==> config.mk <==
export PLATFORM = sky130hd
export DESIGN_NAME = mtb_time_base
export DESIGN_NICKNAME = d
export VERILOG_FILES = /design/src/include/mtb_pkg.sv /design/src/hw/mtb_time_base.sv
export SDC_FILE = /design/constraint.sdc
export NUM_CORES = 1
export LEC_CHECK = 0
export BUFFER_PORTS_ARGS = -buffer_cell sky130_fd_sc_hd__buf_2
export CAP_MARGIN = 40
export CORE_MARGIN = 2
export CORE_UTILIZATION = 54
export CTS_BUF_LIST = sky130_fd_sc_hd__clkbuf_16
export DETAILED_ROUTE_END_ITERATION = 10
export MAX_ROUTING_LAYER = met4
export PLACE_DENSITY = 0.89
export REMOVE_ABC_BUFFERS = 1
export SYNTH_ARGS = -nofsm -noshare
export SYNTH_HDL_FRONTEND = slang
export SYNTH_SLANG_ARGS = --single-unit
==> constraint.sdc <==
create_clock -name pclk -period 7.61 [get_ports pclk]
set_input_delay 0.3805 -clock pclk [delete_from_list [all_inputs] [get_ports pclk]]
set_output_delay 0.3805 -clock pclk [all_outputs]
set_load 0.01 [all_outputs]
==> src/include/mtb_pkg.sv <==
/*
 * mtb_pkg: register map, field layout, reset values and state types
 * for the motor pwm time base.
 * assumes pclk is the instruction clock (oscillator divided by four).
 */
package mtb_pkg;
   // byte addresses of the apb registers
   localparam logic [7:0] ADDR_CONTROL = 8'h00;
   localparam logic [7:0] ADDR_COUNTER = 8'h04;
   localparam logic [7:0] ADDR_PERIOD = 8'h08;
   localparam logic [7:0] ADDR_STATUS = 8'h0C;
   localparam logic [7:0] ADDR_ACTIVE = 8'h10;
   // timebase_control fields, counter direction bit and status flag bit
   localparam int CTL_RUN_BIT = 15;
   localparam int CTL_POST_LSB = 4;
   localparam int CTL_PRE_LSB = 2;
   localparam int CTL_MODE_LSB = 0;
   localparam int CNT_DIR_BIT = 15;
   localparam int STS_FLAG_BIT = 0;
   // reset values and count steps
   localparam logic [14:0] CNT_RESET = 15'h0000;
   localparam logic [14:0] PER_RESET = 15'h0000;
   localparam logic [14:0] CNT_ONE = 15'h0001;
   localparam logic [3:0] POST_ONE = 4'h1;
   localparam logic [5:0] PRE_ONE = 6'h01;
   // prescaler terminal counts for 1:1, 1:4, 1:16, 1:64
   localparam logic [5:0] PRE_LIM_1 = 6'h00;
   localparam logic [5:0] PRE_LIM_4 = 6'h03;
   localparam logic [5:0] PRE_LIM_16 = 6'h0F;
   localparam logic [5:0] PRE_LIM_64 = 6'h3F;

   typedef enum logic [1:0] {
      MTB_FREE = 2'h0,
      MTB_SINGLE = 2'h1,
      MTB_UPDOWN = 2'h2,
      MTB_DOUBLE = 2'h3
   } mtb_mode_t;

   typedef struct packed {
      logic [2:0] high;
      logic [2:0] low;
   } mtb_pairs_t;

   typedef struct packed {
      logic run;
      mtb_mode_t mode;
      logic [1:0] pre_sel;
      logic [3:0] post_sel;
      logic [14:0] cnt;
      logic dir;
      logic [14:0] per_buf;
      logic [14:0] per_act;
      logic [5:0] pre_cnt;
      logic [3:0] post_cnt;
      logic evt;
      logic flag;
      logic ready;
      logic slverr;
      logic [31:0] rdata;
      mtb_pairs_t pairs;
   } mtb_state_t;
endpackage : mtb_pkg

==> src/hw/mtb_time_base.sv <==
/*
 * mtb_time_base: 15-bit pwm time base with prescaler, postscaler,
 * double-buffered period, four counting modes and an apb slave.
 * assumes pclk is the instruction clock; duty comparators outside
 * drive duty_high_in; an interrupt controller takes event_pulse.
 */
// Added by the designer: the register addresses and register access over APB.
`timescale 1ns/1ps
module mtb_time_base (
   input wire logic pclk,
   input wire logic presetn,
   input wire logic psel,
   input wire logic penable,
   input wire logic pwrite,
   input wire logic [7:0] paddr,
   input wire logic [31:0] pwdata,
   output logic [31:0] prdata,
   output logic pready,
   output logic pslverr,
   input wire logic [2:0] duty_high_in,
   output logic pair1_high_out,
   output logic pair1_low_out,
   output logic pair2_high_out,
   output logic pair2_low_out,
   output logic pair3_high_out,
   output logic pair3_low_out,
   output logic [14:0] timebase_counter,
   output logic count_down_flag,
   output logic event_pulse,
   output logic event_flag
);
   mtb_pkg::mtb_state_t st_reg;
   mtb_pkg::mtb_state_t st_next;
   logic acc;
   logic wr;
   logic mapped;
   logic wr_ctl;
   logic wr_cnt;
   logic tick;
   logic match;
   logic live;
   logic raw_evt;
   logic scaled;
   logic reload;

   function automatic logic [5:0] pre_limit(input logic [1:0] sel);
      logic [5:0] lim;
      unique case (sel)
         2'h0: lim = mtb_pkg::PRE_LIM_1;
         2'h1: lim = mtb_pkg::PRE_LIM_4;
         2'h2: lim = mtb_pkg::PRE_LIM_16;
         default: lim = mtb_pkg::PRE_LIM_64;
      endcase
      return lim;
   endfunction : pre_limit

   function automatic logic is_addr(input logic [7:0] a, input logic [7:0] b);
      return a == b;
   endfunction : is_addr

   // access phase completes on the second cycle: one wait state
   assign acc = psel && penable && st_reg.ready;
   assign wr = acc && pwrite;
   assign mapped = is_addr(paddr, mtb_pkg::ADDR_CONTROL)
      || is_addr(paddr, mtb_pkg::ADDR_COUNTER)
      || is_addr(paddr, mtb_pkg::ADDR_PERIOD)
      || is_addr(paddr, mtb_pkg::ADDR_STATUS)
      || is_addr(paddr, mtb_pkg::ADDR_ACTIVE);
   assign wr_ctl = wr && is_addr(paddr, mtb_pkg::ADDR_CONTROL);
   assign wr_cnt = wr && is_addr(paddr, mtb_pkg::ADDR_COUNTER);
   assign tick = st_reg.pre_cnt == pre_limit(st_reg.pre_sel);
   // match compares the low 15 bits only
   assign match = st_reg.cnt == st_reg.per_act;
   // a zero period freezes the counter
   assign live = st_reg.run && tick && (st_reg.per_act != mtb_pkg::PER_RESET);

   always_comb begin
      st_next = st_reg;
      raw_evt = 1'b0;
      scaled = 1'b0;
      reload = 1'b0;
      st_next.evt = 1'b0;

      if (tick) begin
         st_next.pre_cnt = '0;
      end else begin
         st_next.pre_cnt = st_reg.pre_cnt + mtb_pkg::PRE_ONE;
      end

      // edge modes always count up, so a stale down flag is dropped
      if (st_reg.mode == mtb_pkg::MTB_FREE
            || st_reg.mode == mtb_pkg::MTB_SINGLE) begin
         st_next.dir = 1'b0;
      end

      // only a live tick moves the counter
      if (live) begin
         // mode field picks the counting scheme
         unique case (st_reg.mode)
            mtb_pkg::MTB_FREE, mtb_pkg::MTB_SINGLE: begin
               if (match) begin
                  // wrap to zero with one event
                  st_next.cnt = mtb_pkg::CNT_RESET;
                  raw_evt = 1'b1;
                  scaled = st_reg.mode == mtb_pkg::MTB_FREE;
                  reload = 1'b1;
                  if (st_reg.mode == mtb_pkg::MTB_SINGLE) begin
                     st_next.run = 1'b0;
                  end
               end else begin
                  st_next.cnt = st_reg.cnt + mtb_pkg::CNT_ONE;
               end
            end
            mtb_pkg::MTB_UPDOWN, mtb_pkg::MTB_DOUBLE: begin
               // turning ticks hold the count, giving 2*(P+1)
               if (!st_reg.dir && match) begin
                  st_next.dir = 1'b1;
                  // event at period match in double update
                  raw_evt = st_reg.mode == mtb_pkg::MTB_DOUBLE;
               end else if (st_reg.dir && st_reg.cnt == mtb_pkg::CNT_RESET) begin
                  st_next.dir = 1'b0;
                  raw_evt = 1'b1;
                  scaled = st_reg.mode == mtb_pkg::MTB_UPDOWN;
                  reload = 1'b1;
               end else if (st_reg.dir) begin
                  st_next.cnt = st_reg.cnt - mtb_pkg::CNT_ONE;
               end else begin
                  st_next.cnt = st_reg.cnt + mtb_pkg::CNT_ONE;
               end
            end
         endcase
      end

      // postscaler divides by post_sel+1 in free and up/down modes
      if (raw_evt && scaled) begin
         if (st_reg.post_cnt == st_reg.post_sel) begin
            st_next.post_cnt = '0;
            st_next.evt = 1'b1;
         end else begin
            st_next.post_cnt = st_reg.post_cnt + mtb_pkg::POST_ONE;
         end
      end else if (raw_evt) begin
         st_next.evt = 1'b1;
      end

      // active period takes the buffer at its update point
      if (reload) begin
         st_next.per_act = st_reg.per_buf;
      end
      // idle time base tracks the buffer
      if (!st_reg.run) begin
         st_next.per_act = st_reg.per_buf;
      end

      // register writes; a write overrides the counting above
      if (wr_ctl) begin
         st_next.run = pwdata[mtb_pkg::CTL_RUN_BIT];
         st_next.mode = mtb_pkg::mtb_mode_t'(pwdata[mtb_pkg::CTL_MODE_LSB +: 2]);
         st_next.pre_sel = pwdata[mtb_pkg::CTL_PRE_LSB +: 2];
         st_next.post_sel = pwdata[mtb_pkg::CTL_POST_LSB +: 4];
      end
      if (wr_cnt) begin
         st_next.cnt = pwdata[14:0];
      end
      // any counter or control write clears both scalers
      if (wr_ctl || wr_cnt) begin
         st_next.pre_cnt = '0;
         st_next.post_cnt = '0;
      end
      if (wr && is_addr(paddr, mtb_pkg::ADDR_PERIOD)) begin
         st_next.per_buf = pwdata[14:0];
      end

      // sticky flag: a new event wins over the clearing write
      if (wr && is_addr(paddr, mtb_pkg::ADDR_STATUS)
            && pwdata[mtb_pkg::STS_FLAG_BIT]) begin
         st_next.flag = 1'b0;
      end
      if (st_next.evt) begin
         st_next.flag = 1'b1;
      end

      // high outputs only while running; low is the inverse
      st_next.pairs.high = duty_high_in & {3{st_next.run}};
      st_next.pairs.low = ~st_next.pairs.high;

      // apb: first access cycle latches the answer, second completes
      st_next.ready = psel && penable && !st_reg.ready;
      st_next.slverr = st_next.ready && !mapped;
      st_next.rdata = '0;
      if (st_next.ready && !pwrite) begin
         if (is_addr(paddr, mtb_pkg::ADDR_CONTROL)) begin
            st_next.rdata[mtb_pkg::CTL_RUN_BIT] = st_reg.run;
            st_next.rdata[mtb_pkg::CTL_MODE_LSB +: 2] = st_reg.mode;
            st_next.rdata[mtb_pkg::CTL_PRE_LSB +: 2] = st_reg.pre_sel;
            st_next.rdata[mtb_pkg::CTL_POST_LSB +: 4] = st_reg.post_sel;
         end else if (is_addr(paddr, mtb_pkg::ADDR_COUNTER)) begin
            // top bit shows the count direction
            st_next.rdata[14:0] = st_reg.cnt;
            st_next.rdata[mtb_pkg::CNT_DIR_BIT] = st_reg.dir;
         end else if (is_addr(paddr, mtb_pkg::ADDR_PERIOD)) begin
            st_next.rdata[14:0] = st_reg.per_buf;
         end else if (is_addr(paddr, mtb_pkg::ADDR_STATUS)) begin
            st_next.rdata[mtb_pkg::STS_FLAG_BIT] = st_reg.flag;
         end else if (is_addr(paddr, mtb_pkg::ADDR_ACTIVE)) begin
            st_next.rdata[14:0] = st_reg.per_act;
         end
      end
   end

   always_ff @(posedge pclk or negedge presetn) begin
      if (!presetn) begin
         st_reg <= '0;
         st_reg.pairs.low <= 3'h7;
      end else begin
         st_reg <= st_next;
      end
   end

   assign prdata = st_reg.rdata;
   assign pready = st_reg.ready;
   assign pslverr = st_reg.slverr;
   assign pair1_high_out = st_reg.pairs.high[0];
   assign pair1_low_out = st_reg.pairs.low[0];
   assign pair2_high_out = st_reg.pairs.high[1];
   assign pair2_low_out = st_reg.pairs.low[1];
   assign pair3_high_out = st_reg.pairs.high[2];
   assign pair3_low_out = st_reg.pairs.low[2];
   assign timebase_counter = st_reg.cnt;
   assign count_down_flag = st_reg.dir;
   assign event_pulse = st_reg.evt;
   assign event_flag = st_reg.flag;
endmodule : mtb_time_base

; ---- Yosys cells after proc, flatten, opt, wreduce, memory -nomap -nowiden
; Cells that the tools add are included.
[classes]
addsub = 4
n_mul = 0
div_mod_pow = 0
order_cmp = 0
n_eq_ne = 15
n_shift = 0
mux = 51
bitwise = 2
n_reduce_logical = 37
[ops]
columns = cell, count
row1 = $mux W15, 10
row2 = $mux W16, 2
row3 = $pmux W15 S2, 1
row4 = $mux W1, 26
row5 = $pmux W6 S3, 1
row6 = $eq A8 B4 Y1 const B, 2
row7 = $logic_and A1 B1 Y1, 16
row8 = $add A15 B1 Y15 const B, 1
row9 = $eq A15 B15 Y1, 1
row10 = $logic_not A15 Y1, 1
row11 = $reduce_bool A15 Y1, 1
row12 = $sub A15 B1 Y15 const B, 1
row13 = $mux W14, 1
row14 = $mux W10, 1
row15 = $mux W9, 1
row16 = $eq A8 B3 Y1 const B, 1
row17 = $eq A8 B5 Y1 const B, 1
row18 = $logic_not A8 Y1, 1
row19 = $mux W4, 2
row20 = $mux W8, 1
row21 = $mux W7, 1
row22 = $add A6 B1 Y6 const B, 1
row23 = $eq A2 B2 Y1 const B, 3
row24 = $eq A6 B6 Y1, 1
row25 = 15 further kinds, 31
[totals]
reg_bits = 91
latchBits = 0
mem_bits_rw = 0
rom_bits = 0
in_bits = 48
word_cells = 126
mem_count = 0

; ---- Depth between registers and ports, before layout
[logic_depth]
depth_word = 9
mapped_depth = 12

; ---- Worst setup path before layout
; OpenSTA, ideal clock, no wires.
[synth_path]
path_kind = register -> register
from = reg st_reg, in the netlist timebase_counter[4]
to = reg st_reg[57] (netlist name)
t_arrival_ns = 2.344
required_ns = 7.485
setup_slack_ns = 5.141
path_stages_with_launch = 10
n_path_buf = 3
path_cell_list = dfrtp_1 buf_6 or4_4 nor4_4 nand3_4 a21boi_4 nand2b_1 buf_6 buf_12 mux2_4
[synth_between]
elab_chain_len = 7
word_cells_on_any_way = 10
classes_between = 2 x eq/ne / 5 x mux / 3 x reduce/logical
[synth_lines]
columns = element, line
row1 = "start, declared", mtb_time_base.sv:32  ; mtb_pkg::mtb_state_t st_reg;
row2 = "start signal, assigned", mtb_time_base.sv:216  ; st_reg <= st_next;
row3 = $logic_not A15 Y1, mtb_time_base.sv:120  ; end else if (st_reg.dir && st_reg.cnt == mtb_pkg::CNT_RESET) begin
row4 = $logic_and A1 B1 Y1, mtb_time_base.sv:120
row5 = $mux W1, mtb_time_base.sv:120
row6 = $mux W1, mtb_time_base.sv:116  ; if (!st_reg.dir && match) begin
row7 = $pmux W1 S2 (*), mtb_time_base.sv:99  ; unique case (st_reg.mode)
row8 = $mux W1 (*), mtb_time_base.sv:97  ; if (live) begin
row9 = $ne A2 B1 Y1 (no source line) (*), --
; Every way passes the cells marked *; elsewhere a longest branch is shown, timed or not.
; A chain may end at the register's enable or synchronous reset.

; ---- Worst setup path in the final report
[layout_path]
from = reg st_reg, in the netlist timebase_counter[11]
to = reg st_reg, in the netlist timebase_counter[8]
[layout_between]
elab_chain_len = 5
word_cells_on_any_way = 11
classes_between = 3 x eq/ne / 4 x mux / 4 x reduce/logical
[layout_lines]
columns = element, line
row1 = $eq A15 B15 Y1, mtb_time_base.sv:73  ; assign match = st_reg.cnt == st_reg.per_act;
row2 = $mux W15, mtb_time_base.sv:101  ; if (match) begin
row3 = $pmux W15 S2, mtb_time_base.sv:99
row4 = $mux W16, mtb_time_base.sv:97
row5 = $mux W15, mtb_time_base.sv:162  ; if (wr_cnt) begin
; Several ways; a longest one is shown, not always the timed one. The select of a mux whose other input is x is not followed.

==> reports/metrics.csv <==
stage,metric,value,unit
run_status,outcome,"complete, no violations",
worst_setup_path,crit_chain,xor2_1 > nor4_1 > and4_1 > nor2_1 > a211o_1 > o22ai_1 > o21ai_0,
global_route,grt_pass1_vias,4278,
worst_setup_path,required,7.80,ns
cts,clockBufferDepth,2,
yosys,muxShareOfSynthArea,0.0874,
power,combPwrFrac,0.165,
cells_and_area,stdcell_count,710,
yosys,synth.avg_cell_area,9.88,sq um
placed_design,hpwlAfterDp,9.44,mm
drt,drc,0,
drt,wl_per_cell,18.6,um
timing,timing.slew.headroom,0.446,
yosys,ys.warnings.count,0,
cts,cts_buffers,9,
timing,post-route-min-period,3.09,ns
cells_and_area,diodes,0,
worst_setup_path,crit_arrival,3.28,ns
power,p_int,0.876,mW
cells_and_area,final_common_cell,dfrtp_1,
yosys,synth_top_family_by_area,simple AND/OR/NAND/NOR gates,
worst_setup_path,r2r_setup_slack,4.52,ns
timing,finalCritPeriodShare,0.406,
cts,postCtsSetupRepairBufs,0,
cts,clock_latency,0.34,ns
yosys,synth_xor_area_frac,0.0437,
global_route,gr-total-overflow,0,
placed_design,io_buffers,73,
global_route,grt_use_total,0.258,
die,die_h,104,um
yosys,ys_types,64,
cts,cts_root_buf,clkbuf_16,
timing,fmax,324,MHz
power,p_sw_frac,0.280,
yosys,async_reset_ff_frac,1.00,
timing,setup_tns,0,ns
cts,hold_buffers,0,
timing,setup_viol,0,
worst_setup_path,max_stage_delay,0.79,ns
cells_and_area,nNetsFinal,624,
worst_setup_path,cp-start-kind,flip-flop,
global_route,grt_pass1_wl,21.8,mm
cells_and_area,largest_reg_flops,49,
timing,fin_worst_skew,0.00716,ns
cts,cts_resized,0,
worst_setup_path,critPathKind,reg2reg,
die,ios,106,
flow_run,max_cap_viol_count,0,
power,ir_worst_vdd,0.139,mV
timing,slew_viol_final,0,
cts,clk_pin_slew,0.07,ns
timing,holdWs,0.0109,ns
power,p_leak,2.65,nW
cts,cts_tree,yes,
drt,drt_pass1_iterations,5,
cts,cts_sinks,91,
worst_setup_path,regToRegEndpoint,timebase_counter[8],
yosys,synth_edf_count,0,
worst_setup_path,timing.rr.start,timebase_counter[11],
cells_and_area,layout_common_cells,"88 x dfrtp_1, 73 x buf_2, 42 x nor2_1",
die,die_w,104,um
yosys,ys_ff_latch,91,
timing,setup_ws,4.52,ns
cells_and_area,fillers,793,
global_route,antenna_found_initial,0,
die,rows,36,
die,initial_utilization,0.554,
worst_hold_path,hold_path_class,in2async,
yosys,syn_area,5410,sq um
yosys,yosys.area_share.simple,0.171,
cells_and_area,synthToLayoutAreaGrowth,8.46,%
yosys,seq_area_frac_synth,0.421,
power,power_per_cell_area,207,nW/um^2
placed_design,dp.cells,694,
power,clkPwrFrac,0.401,
drt,ant_nets,0,
die,core_area,9770,sq um
timing,hold_violations,0,
worst_setup_path,reg2reg_depth,7,
drt,via_count,4361,
yosys,ys_dominant_reg_cell,dfrtp_1,
timing,rsz0062_at_grt,no,
drt,routed_wl,13.2,mm
cells_and_area,seq_area,2280,sq um
global_route,grt_max_degree,55,
cells_and_area,multiInputGateArea,2580,sq um
yosys,synth_compound_area_frac,0.154,
placed_design,dpl_worst_slack,4.50,ns
worst_setup_path,path_buf_inv,0,
cts,htree_levels,3,
timing,worst_pin_slew,0.828,ns
drt,vias_per_cell,6.14,
worst_setup_path,crit_fanout,20,
die,dieArea,10800,sq um
yosys,syn_inst,548,
worst_setup_path,crit_family,simple AND/OR/NAND/NOR gates,
drt,drtIter0Drc,424,
worst_setup_path,crit_slowest_cell,and4_1,
power,switchingPower,0.340,mW
power,p_seq_frac,0.435,
worst_setup_path,end_kind,flip-flop,
yosys,synthAdderAreaFrac,0.00924,
placed_design,place_congestion,0.937,
cells_and_area,final_layout_size_suffix_gt1_frac,0.274,
-- layout make-up --
| class | count | area share |
|---|---|---|
| sequential | 91 | 0.388 |
| clock inverter | 7 | 0.0170 |
| inverter | 12 | 0.00767 |
| timing repair buffer | 83 | 0.0810 |
| tap | 133 | 0.0283 |
| clock buffer | 9 | 0.0384 |
| multi-input combinational | 375 | 0.439 |
-- cells in the mapped netlist, types with 4 or more instances --
cell type	number	area [sq um]
dfrtp_1	88	2200
nor3_1	17	85.1
or3_1	6	37.5
a222oi_1	7	70.1
a21oi_1	29	145
nand2_1	36	135
or4_1	6	45.0
inv_1	12	45.0
a31oi_1	4	25.0
buf_2	13	65.1
nor2b_1	4	25.0
nand3_1	19	95.1
buf_4	47	353
nor2_1	42	158
o32ai_1	4	35.0
and3_1	6	37.5
mux2_4	10	150
clkbuf_1	18	67.6
xor2_1	19	166
o21bai_1	8	60.1
mux2_2	26	293
a21bo_2	7	70.1
a221oi_1	10	87.6
nor4_1	12	75.1
ha_1	4	50.1
o21ai_0	20	100
nand4_1	6	37.5
xnor2_1	8	70.1
buf_6	5	56.3
-- power by group through the flow --
stage	Clock (mW)	Combinational, mW	Sequential, mW
after floorplan	0	0.131	0.534
after global placement	0	0.185	0.535
after detailed placement	0	0.196	0.537
after CTS	0.490	0.198	0.528
after global routing	0.513	0.225	0.532
final	0.487	0.200	0.529
-- metrics by stage --
step                       util  power (mW)  cell area, sq um
after global placement    0.560       0.720              5470
after detailed placement  0.567       0.733              5550
after global routing      0.601        1.27              5870
after CTS                 0.601        1.22              5870
final                     0.601        1.22              5870
after floorplan               -       0.665              4900
-- cell families after synthesis --
family          Yosys count
compound gates          116
xor+xnor                 27
fa+ha+maj                 4
buf+inv                  97
flops                    91
mux                      39
other cells               1
simple gates            173
-- worst max path at each step --
stage,from,to,slack (ns),cells past startpoint
6_report,timebase_counter[11],timebase_counter[8],4.52,7
4_1_cts,timebase_counter[3],timebase_counter[13],4.55,6
3_5_place_dp,paddr[1],pair1_high_out,4.50,11
2_1_floorplan,timebase_counter[8],timebase_counter[7],4.80,7
5_1_grt,timebase_counter[3],timebase_counter[8],4.34,7
3_3_place_gp,timebase_counter[3],timebase_counter[7],4.33,8
-- layer usage --
layer / part of all wire / up-vias / global-route usage / wire [um]
met3: 0.071 / 22 / 0.0457 / 937
met1: 0.42 / 2174 / 0.344 / 5600
met4: 0.018 / 0 / 0.0782 / 239
li1: - / 1966 / - / -
met2: 0.49 / 199 / 0.405 / 6410
met5: 0 / - / - / 0
No activity file was read; power rests on OpenSTA's default activity.
